### src/rtl/cis_pkg.sv
// Package of the capture/compare input-select block: register map, field layout,
// reset values and the carrier structs for the pin and module-input groups.
// Assumes an APB slave with 32-bit data and one aligned word per register.
//
// Functional notes
// Write-only bit positions always read back as zero.
// When hardware and software change the same bit in one cycle, the software value is kept.
// The channel-0 capture select in bits 1:0 routes pin option 0 for code 00; other codes are reserved.
// The channel-1 capture select in bits 3:2 routes option 0 for 00 and option 1 for 01.
// The channel-2 capture select in bits 5:4 routes option 0 for 00 and option 1 for 01.
// The trap select in bits 7:6 routes options 0, 1, 2 for codes 00, 01, 10; 11 is reserved.
// Each position select (bits 1:0, 3:2, 5:4 of the high register) routes option 0 or 1.
// The second timer run select in bits 1:0 routes options 0, 1, 2 for codes 00, 01, 10.
// Bits 7:2 of the second timer run select register read as zero.
// The block only steers module inputs and never drives or selects output pins.
// The first timer has three channels, each set to capture or compare on its own.
// The channel modes of the first timer change together, on a defined transfer event.
// The first timer run select in bits 7:6 routes options 0, 1, 2 for codes 00, 01, 10.
// Each selected pin reaches its module input through a mux driven by the current field.
package cis_pkg;

  // Byte addresses of the registers.
  localparam logic [7:0] ADDR_CAP_TRAP_SEL = 8'h00;
  localparam logic [7:0] ADDR_POS_RUN_SEL = 8'h04;
  localparam logic [7:0] ADDR_TIMER_B_RUN_SEL = 8'h08;
  localparam logic [7:0] ADDR_MODE_CTRL = 8'h0c;
  localparam logic [7:0] ADDR_STATUS = 8'h10;

  // Field positions (low bit of each two-bit select field, and the single request and status bits).
  localparam int CHAN0_CAPTURE_SEL_LSB = 0;
  localparam int CHAN1_CAPTURE_SEL_LSB = 2;
  localparam int CHAN2_CAPTURE_SEL_LSB = 4;
  localparam int TRAP_INPUT_SEL_LSB = 6;
  localparam int POSITION0_SEL_LSB = 0;
  localparam int TIMER_A_RUN_SEL_LSB = 6;
  localparam int TIMER_B_RUN_SEL_LSB = 0;
  localparam int MODE_XFER_REQ_BIT = 3;
  localparam int STAT_PENDING_BIT = 3;
  localparam int STAT_TRAP_FLAG_BIT = 4;

  // Highest legal code per field; anything above is reserved.
  localparam logic [1:0] MAX_CODE_CAP0 = 2'h0;
  localparam logic [1:0] MAX_CODE_TWO_OPT = 2'h1;
  localparam logic [1:0] MAX_CODE_THREE_OPT = 2'h2;

  // Reset values.
  localparam logic [7:0] RST_SEL = 8'h00;
  localparam logic [2:0] RST_MODE = 3'h0;

  // Port pin options offered to each module input.
  typedef struct packed {
    logic cap0;
    logic [1:0] cap1;
    logic [1:0] cap2;
    logic [2:0] trap;
    logic [2:0][1:0] pos;
    logic [2:0] run_a;
    logic [2:0] run_b;
  } cis_pins_t;

  // Selected module inputs handed to the timer core.
  typedef struct packed {
    logic [2:0] chan_capture_in;
    logic trap_input;
    logic [2:0] position_input;
    logic timer_a_hw_run;
    logic timer_b_hw_run;
  } cis_mod_in_t;

endpackage

### src/rtl/cis_input_select.sv
// Input-select block of the capture/compare unit: APB registers, pin multiplexers and
// the per-channel capture/compare mode of the first timer with its coordinated update.
// Assumes pins are synchronous to pclk and that the timer core pulses period_match.
`timescale 1ns/10ps

module cis_input_select (
  // Clock and reset.
  input wire logic pclk,
  input wire logic presetn,
  // APB slave.
  input wire logic psel,
  input wire logic penable,
  input wire logic pwrite,
  input wire logic [7:0] paddr,
  input wire logic [31:0] pwdata,
  output logic [31:0] prdata,
  output logic pready,
  output logic pslverr,
  // Port pin options.
  input wire cis_pkg::cis_pins_t pins,
  // Timer core side.
  input wire logic period_match,
  output cis_pkg::cis_mod_in_t mod_in,
  output logic [2:0] chan_mode
);

  ////////////////////////////////////////////////////////////////////////////////
  // State.

  typedef struct packed {
    logic [7:0] cap_trap_sel;
    logic [7:0] pos_run_sel;
    logic [1:0] timer_b_run_sel;
    logic [2:0] mode_shadow;
    logic [2:0] mode_active;
    logic xfer_pending;
    logic trap_flag;
    cis_pkg::cis_mod_in_t mod_in;
  } cis_state_t;

  cis_state_t s_q;
  cis_state_t s_d;

  logic access;
  logic wr;
  logic mapped;
  logic [2:0] pos_mux;

  // Picks one pin option by code; a reserved code gives an inactive low input.
  function automatic logic pick(input logic [2:0] opts, input logic [1:0] code,
                                input logic [1:0] max_code);
    logic r;
    r = 1'b0;
    if (code <= max_code) begin
      r = opts[code];
    end
    return r;
  endfunction

  ////////////////////////////////////////////////////////////////////////////////
  // APB decode. The slave answers in the access cycle, so pready is tied high.

  assign pready = 1'b1;
  assign access = psel & penable;
  assign wr = access & pwrite & mapped;
  assign mapped = (paddr == cis_pkg::ADDR_CAP_TRAP_SEL) || (paddr == cis_pkg::ADDR_POS_RUN_SEL) ||
                  (paddr == cis_pkg::ADDR_TIMER_B_RUN_SEL) ||
                  (paddr == cis_pkg::ADDR_MODE_CTRL) || (paddr == cis_pkg::ADDR_STATUS);
  assign pslverr = access & ~mapped;

  // Read mux; the request bit is write-only and the unused bits stay zero.
  always_comb begin
    prdata = 32'h0000_0000;
    case (paddr)
      cis_pkg::ADDR_CAP_TRAP_SEL: prdata[7:0] = s_q.cap_trap_sel;
      cis_pkg::ADDR_POS_RUN_SEL: prdata[7:0] = s_q.pos_run_sel;
      cis_pkg::ADDR_TIMER_B_RUN_SEL: prdata[1:0] = s_q.timer_b_run_sel;
      cis_pkg::ADDR_MODE_CTRL: prdata[2:0] = s_q.mode_shadow;
      cis_pkg::ADDR_STATUS: begin
        prdata[2:0] = s_q.mode_active;
        prdata[cis_pkg::STAT_PENDING_BIT] = s_q.xfer_pending;
        prdata[cis_pkg::STAT_TRAP_FLAG_BIT] = s_q.trap_flag;
      end
      default: prdata = 32'h0000_0000;
    endcase
  end

  ////////////////////////////////////////////////////////////////////////////////
  // Position input muxes, one per hall input.

  genvar g;
  generate
    for (g = 0; g < 3; g++) begin : g_pos
      assign pos_mux[g] = pick({1'b0, pins.pos[g]},
                               s_q.pos_run_sel[cis_pkg::POSITION0_SEL_LSB + 2 * g +: 2],
                               cis_pkg::MAX_CODE_TWO_OPT);

    end
  endgenerate

  ////////////////////////////////////////////////////////////////////////////////
  // Next state. Only module inputs are steered; output pin routing lives in the
  // port logic, so nothing here reaches a pin. R10

  always_comb begin
    s_d = s_q;
    // Register writes.
    if (wr && paddr == cis_pkg::ADDR_CAP_TRAP_SEL) begin
      s_d.cap_trap_sel = pwdata[7:0];
    end
    if (wr && paddr == cis_pkg::ADDR_POS_RUN_SEL) begin
      s_d.pos_run_sel = pwdata[7:0];
    end
    if (wr && paddr == cis_pkg::ADDR_TIMER_B_RUN_SEL) begin
      s_d.timer_b_run_sel = pwdata[1:0];
    end
    if (wr && paddr == cis_pkg::ADDR_MODE_CTRL) begin
      s_d.mode_shadow = pwdata[2:0];
    end
    // The shadow modes move to the active set only on a period match, so all three
    // channels change in the same cycle and never mid-period.
    if (s_q.xfer_pending && period_match) begin
      s_d.mode_active = s_q.mode_shadow;
      s_d.xfer_pending = 1'b0;
    end
    // A request in the same cycle as the clearing match keeps the bit set. R2
    if (wr && paddr == cis_pkg::ADDR_MODE_CTRL && pwdata[cis_pkg::MODE_XFER_REQ_BIT]) begin
      s_d.xfer_pending = 1'b1;
    end
    // The trap flag is set by hardware, but a software write of the same bit wins. R2
    if (s_q.mod_in.trap_input) begin
      s_d.trap_flag = 1'b1;
    end
    if (wr && paddr == cis_pkg::ADDR_STATUS) begin
      s_d.trap_flag = pwdata[cis_pkg::STAT_TRAP_FLAG_BIT];
    end
    // Pin muxes, registered so the timer core sees glitch-free inputs. R14
    s_d.mod_in.chan_capture_in[0] = pick({2'b00, pins.cap0},
      s_q.cap_trap_sel[cis_pkg::CHAN0_CAPTURE_SEL_LSB +: 2], cis_pkg::MAX_CODE_CAP0);
    s_d.mod_in.chan_capture_in[1] = pick({1'b0, pins.cap1},
      s_q.cap_trap_sel[cis_pkg::CHAN1_CAPTURE_SEL_LSB +: 2], cis_pkg::MAX_CODE_TWO_OPT);
    s_d.mod_in.chan_capture_in[2] = pick({1'b0, pins.cap2},
      s_q.cap_trap_sel[cis_pkg::CHAN2_CAPTURE_SEL_LSB +: 2], cis_pkg::MAX_CODE_TWO_OPT);
    s_d.mod_in.trap_input = pick(pins.trap,
      s_q.cap_trap_sel[cis_pkg::TRAP_INPUT_SEL_LSB +: 2], cis_pkg::MAX_CODE_THREE_OPT);
    s_d.mod_in.position_input = pos_mux;
    s_d.mod_in.timer_a_hw_run = pick(pins.run_a,
      s_q.pos_run_sel[cis_pkg::TIMER_A_RUN_SEL_LSB +: 2], cis_pkg::MAX_CODE_THREE_OPT);
    s_d.mod_in.timer_b_hw_run = pick(pins.run_b,
      s_q.timer_b_run_sel[cis_pkg::TIMER_B_RUN_SEL_LSB +: 2], cis_pkg::MAX_CODE_THREE_OPT);
  end

  // State register; reset selects option 0 everywhere and compare-off modes.
  always_ff @(posedge pclk or negedge presetn) begin
    if (!presetn) begin
      s_q <= '0;
      s_q.cap_trap_sel <= cis_pkg::RST_SEL;
      s_q.pos_run_sel <= cis_pkg::RST_SEL;
      s_q.mode_shadow <= cis_pkg::RST_MODE;
      s_q.mode_active <= cis_pkg::RST_MODE;
    end else begin
      s_q <= s_d;
    end
  end

  assign mod_in = s_q.mod_in;
  assign chan_mode = s_q.mode_active;
endmodule

### config.mk
export PLATFORM = sky130hd
export DESIGN_NAME = cis_input_select
export DESIGN_NICKNAME = d
export VERILOG_FILES = /design/src/rtl/cis_pkg.sv /design/src/rtl/cis_input_select.sv
export SDC_FILE = /design/constraint.sdc
export NUM_CORES = 1
export LEC_CHECK = 0
export BUFFER_PORTS_ARGS = -buffer_cell sky130_fd_sc_hd__buf_2
export CAP_MARGIN = 20
export CORE_AREA = 5 5 73 75
export DETAILED_ROUTE_END_ITERATION = 7
export DIE_AREA = 0 0 78 80
export GPL_ROUTABILITY_DRIVEN = 0
export PLACE_DENSITY = 0.85
export SKIP_LAST_GASP = 1
export SYNTH_ARGS = -nofsm -noshare
export SYNTH_HDL_FRONTEND = slang
export SYNTH_SLANG_ARGS = --single-unit
### constraint.sdc
create_clock -name pclk -period 1.9 [get_ports pclk]
set_input_delay 0.19 -clock pclk [delete_from_list [all_inputs] [get_ports pclk]]
set_output_delay 0.19 -clock pclk [all_outputs]
set_load 0.01 [all_outputs]
# == Word-level counts from Yosys, hierarchy flattened ==
# Cells that the tools add are included.
# Widths: inputs -> output; s select.
# classes
n_lt_le_gt_ge,18
eq_ne,4
mux,35
bitwise_logic,5
reduce_logical,14
# op_table
cell,count
$lt 2x3->1 const B,9
$mux 1,22
$bmux 1 s2,9
$eq 8x4->1 const B,2
$le 2x1->1 const B,6
$pmux 2 s5,1
$eq 8x3->1 const B,1
$eq 8x5->1 const B,1
$logic_not 8->1,1
$logic_and 1x1->1,7
$le 2x2->1 const B,3
$pmux 2 s3,1
$pmux 3 s2,1
$and 1x1->1,4
$logic_or 1x1->1,4
$pmux 1 s4,1
$reduce_bool 2->1,2
$not 1->1,1
# totals
ff_bits,35
input_bits,66
out_inout_bits,46

# == Depth between registers and ports, before layout ==
# depth
word_depth,9
mapped_depth,5

# == Least setup slack after synthesis ==
# No wires, ideal clock.
# synth_path
path_kind,in2reg
from,in paddr[4]
to,reg s_q[19] (netlist bit)
t_arrival_ns,1.755
t_required_ns,1.775
path_slack_ns,0.020
path_stages,5
n_path_buf,2
cell_sequence,buf_6 -> or4b_1 -> buf_2 -> nor4_4 -> mux2_2
# synth_between
elab_chain_cells,7
word_cells_on_any_way,11
cone_classes,4 x eq/ne; 1 x bitwise; 6 x reduce/logical
# synth_lines
item,line_no,text
"start, declared",cis_input_select.sv:14,"input wire logic [7:0] paddr,"
$eq 8x3->1 / $logic_not 8->1 (equally long branches),"cis_input_select.sv:66, cis_input_select.sv:111",
$logic_or 1x1->1 (2 in series),cis_input_select.sv:66,assign mapped = (paddr == cis_pkg::ADDR_CAP_TRAP_SEL) || (paddr == cis_pkg::ADDR_POS_RUN_SEL) ||
$logic_or 1x1->1,cis_input_select.sv:67,(paddr == cis_pkg::ADDR_TIMER_B_RUN_SEL) ||
$logic_or 1x1->1,cis_input_select.sv:68,(paddr == cis_pkg::ADDR_MODE_CTRL) || (paddr == cis_pkg::ADDR_STATUS);
$and 1x1->1,cis_input_select.sv:65,assign wr = access & pwrite & mapped;
$logic_and 1x1->1 (*),cis_input_select.sv:111,if (wr && paddr == cis_pkg::ADDR_POS_RUN_SEL) begin
"end, declared",cis_input_select.sv:41,cis_state_t s_q;
# Mark *: on every way between the ends. The rest lies on a longest branch, timed or not.
# A chain may end at the register's enable or synchronous reset.

# == Final worst setup path ==
# layout_path
from,in paddr[1]
to,out prdata[2]
# layout_between
elab_chain_cells,2
word_cells_on_any_way,5
cone_classes,3 x eq/ne; 1 x mux; 1 x reduce/logical
# layout_lines
item,line_no,text
"$eq 8x5->1, or another cell as far along",cis_input_select.sv:74,case (paddr)
$pmux 1 s4 (*),cis_input_select.sv:74,
"end, declared",cis_input_select.sv:16,"output logic [31:0] prdata,"
# Marked as above.

==> results.py <==
metrics = {
    "outcome": {
        "status": "finished with violations",
        "violations": "hold timing",
    },
    "setup_path": {
        "critPathKind": "input port to output port",
        "cp_max_fo": 4,
        "critPathLaunchType": "input port",
        "rr_startpoint": "s_q[10]",
        "regToRegSetupSlack_ns": 0.90,
        "critical_path.endpoint_type": "output port",
        "cp_data_required_time_ns": 1.71,
        "crit_path_cell_trace": "buf_2, or4_4, or2_2, o32ai_1, buf_2",
        "r2r_end": "chan_mode[2]",
        "r2r_cells": 2,
        "crit_end": "prdata[2]",
        "critPathLaunch": "paddr[1]",
        "crit_top_cell": "buf_2",
        "crit_slowest_cell": "or4_4",
        "critPathArrivalTime_ns": 1.61,
        "critPathMaxStageDelay_ns": 0.57,
    },
    "yosys": {
        "synthTopCellsByArea": "dfrtp_1 45%, buf_4 14%, mux2_2 14%",
        "syn_area_um2": 1960,
        "synth_top_family_by_area": "multiplexers",
        "yosysTopAreaCell": "dfrtp_1",
        "synth_fa_ha_area_frac": 0,
        "synth-compound-area-share": 0.0632,
        "synth_xor_area_frac": 0,
        "synthMuxAreaShare": 0.220,
        "synth.avg_cell_area_um2": 11.7,
        "ys_types": 33,
        "syn_inst": 167,
        "ys_seq_area_frac": 0.447,
        "synth_warnings": 0,
        "synthSimpleGateAreaFrac": 0.103,
        "synth_top_area_share": 0.447,
        "ys_ff_latch": 35,
    },
    "global_routing": {
        "grt_start_max_net_pins": 36,
        "grt_pass1_wl_um": 7050,
        "grt.overflow.total": 0,
        "grt_pass1_vias": 1443,
        "gr-usage-all-layers": 0.146,
        "antenna_found_initial": 0,
    },
    "detailed_routing": {
        "first_iter_violations": 35,
        "routedWlPerCell_um": 15.2,
        "vias": 1409,
        "drc": 0,
        "viasPerCell": 4.89,
        "routed_wl_um": 4370,
        "drtPass1Iterations": 4,
        "ant_nets": 0,
    },
    "finish": {
        "num-fill-cells": 421,
        "drive_gt1_frac": 0.513,
        "final_area_um2": 2360,
        "fin_nets": 299,
        "multi_input_area_um2": 873,
        "seq_area_um2": 876,
        "area_delta_synth_final_pct": 20.6,
        "insertedDiodeCount": 0,
    },
    "sta": {
        "finalCritPeriodShare": 0.945,
        "maxSlewViolCount": 0,
        "worst_pin_slew_ns": 0.759,
        "worst_slack_ns": 0.105,
        "finalSetupViolCount": 0,
        "period_needed_ns": 1.80,
        "hold_violations": 35,
        "fin_hold_ws_ns": -0.0271,
        "fin_skew_ns": 0.00471,
        "fmax_mhz": 557,
        "grt_setup_unrepaired": "no",
        "relSlewSlack": 0.494,
    },
    "clock_tree": {
        "clock_path_buffers": 2,
        "cts_tree": "done",
        "numClockSinks": 35,
        "post-cts-setup-buffers": 0,
        "cts_buffers": 5,
        "postCtsHoldBufs": 0,
        "clkTransAtPathRegs_ns": 0.06,
        "cts.htree.levels": 2,
        "root_buffer": "clkbuf_8",
        "insertion_delay_ns": 0.28,
    },
    "pwr": {
        "worst_ir_drop_vdd_v": 0.000383,
        "leakage_nw": 1.22,
        "power-per-cell-area_nw_per_um2": 640,
    },
    "placed_design": {
        "hpwl_um": 3500,
        "portBuffers": 62,
        "placed_area_um2": 2240,
        "place_ws_ns": -0.0299,
    },
    "floorplanning": {
        "num_io_pins": 112,
        "core_area_um2": 4600,
        "die_w_um": 78,
        "die_area_um2": 6240,
        "dieHeight_um": 80,
        "initial_utilization": 0.426,
        "rows": 25,
    },
    "job": {
        "drv_cap": 0,
    },
    "worst_hold_path": {
        "hp-class": "input port to asynchronous set/reset pin",
    },
}
## critical path: cells and delay by family
| family | cells | cell delay (ns) |
|---|---|---|
| AO/OA/AOI/OAI | 1 | 0.18 |
| AND/OR/NAND/NOR | 2 | 0.92 |
| buffers and inverters | 2 | 0.32 |
## cells in the mapped netlist
library cell  number
o31ai_1            1
nor4_1             1
conb_1             2
buf_6              1
mux2_2            24
nor3b_1            1
buf_2              3
nor4_4             2
o22a_1             1
a211o_1            1
or3_1              1
nand3_1            1
o2bb2ai_1          3
mux2i_1           16
o32ai_1            1
or4_1              1
nor2_1             6
dfrtp_1           35
or4b_1             1
o31a_1             1
inv_1              2
buf_4             37
nor4_2             1
a22o_1             4
or2_2              1
nand3b_1           3
a21oi_1            1
clkbuf_1           2
nand2_1            2
o21ai_0            3
nand4_1            1
or4b_2             1
nor3_1             6
## where the power goes
group,leakage (nW),switching (W),internal [W]
Clock,0.0515,0.000247,0.000330
Combinational,0.709,0.0000960,0.0000674
Sequential,0.462,0.00000872,0.000762
## worst min path at each step
stage | start | endpoint | slack [ns] | depth (start not counted)
2_1_floorplan | presetn | chan_mode[0] | -0.11 | 0
3_3_place_gp | presetn | s_q[26] | 0.30 | 1
3_5_place_dp | presetn | mod_in[1] | 0.32 | 1
4_1_cts | presetn | mod_in[1] | 0.004 | 1
5_1_grt | presetn | s_q[25] | 0.05 | 1
6_report | presetn | s_q[25] | -0.03 | 1
## timing repair
action                     4_1_cts  5_1_grt
setup endpoints to repair        5        8
gates resized for setup          1        4
hold endpoints to repair         0        0
## layout by cell type, fill, tap and decap left out, types with 2 or more instances in the layout
| cell | synthesis | layout |
|---|---|---|
| nor3_1 | 6 | 4 |
| nor4_4 | 2 | 2 |
| a22o_1 | 4 | 4 |
| conb_1 | 2 | 25 |
| mux2i_1 | 16 | 16 |
| inv_1 | 2 | 2 |
| nand2_1 | 2 | 2 |
| buf_2 | 3 | 62 |
| nor2_1 | 6 | 6 |
| dfrtp_1 | 35 | 35 |
| o21ai_0 | 3 | 3 |
| nand3b_1 | 3 | 3 |
| buf_4 | 37 | 17 |
| mux2_2 | 24 | 24 |
| nor3_2 | 0 | 2 |
| o2bb2ai_1 | 3 | 3 |
| clkbuf_8 | 0 | 7 |
## layer usage
layer  wire length, um  global-route usage  vias up  part of all wire
li1                  -                   -      667                 -
met1              1700               0.162      676              0.39
met2              2150               0.245       58              0.49
met3               436              0.0598        8              0.10
met4                86              0.0625        0             0.020
met5                 0                   0        -                 0
## sequential cells by signal, summed over array words and instances (netlist names)
register and cells:
s_q 23, chan_mode 3, mod_in 9
## area by class of cell
type / instances / area share
flip-flops and latches: 35 / 0.371
multi-input cells: 110 / 0.370
repair buffers: 79 / 0.185
clock buffers: 8 / 0.0424
well taps: 54 / 0.0286
inverters: 2 / 0.00318
## cell families after synthesis
| kind of cell | Yosys count |
|---|---|
| buf+inv | 45 |
| mux | 40 |
| flops | 35 |
| simple gates | 29 |
| compound gates | 16 |
| other cells | 2 |
## through the flow
stage               total power (W)  setup TNS, ns  utilization  std cells
floorplan                  0.000907              0            -        190
global placement           0.000939         -0.103        0.487        280
detailed placement         0.000944         -0.201        0.487        280
CTS                         0.00153              0        0.510        288
global route                0.00158              0        0.514        288
finish                      0.00151              0        0.514        288
Power figures use the tool's default switching activity.
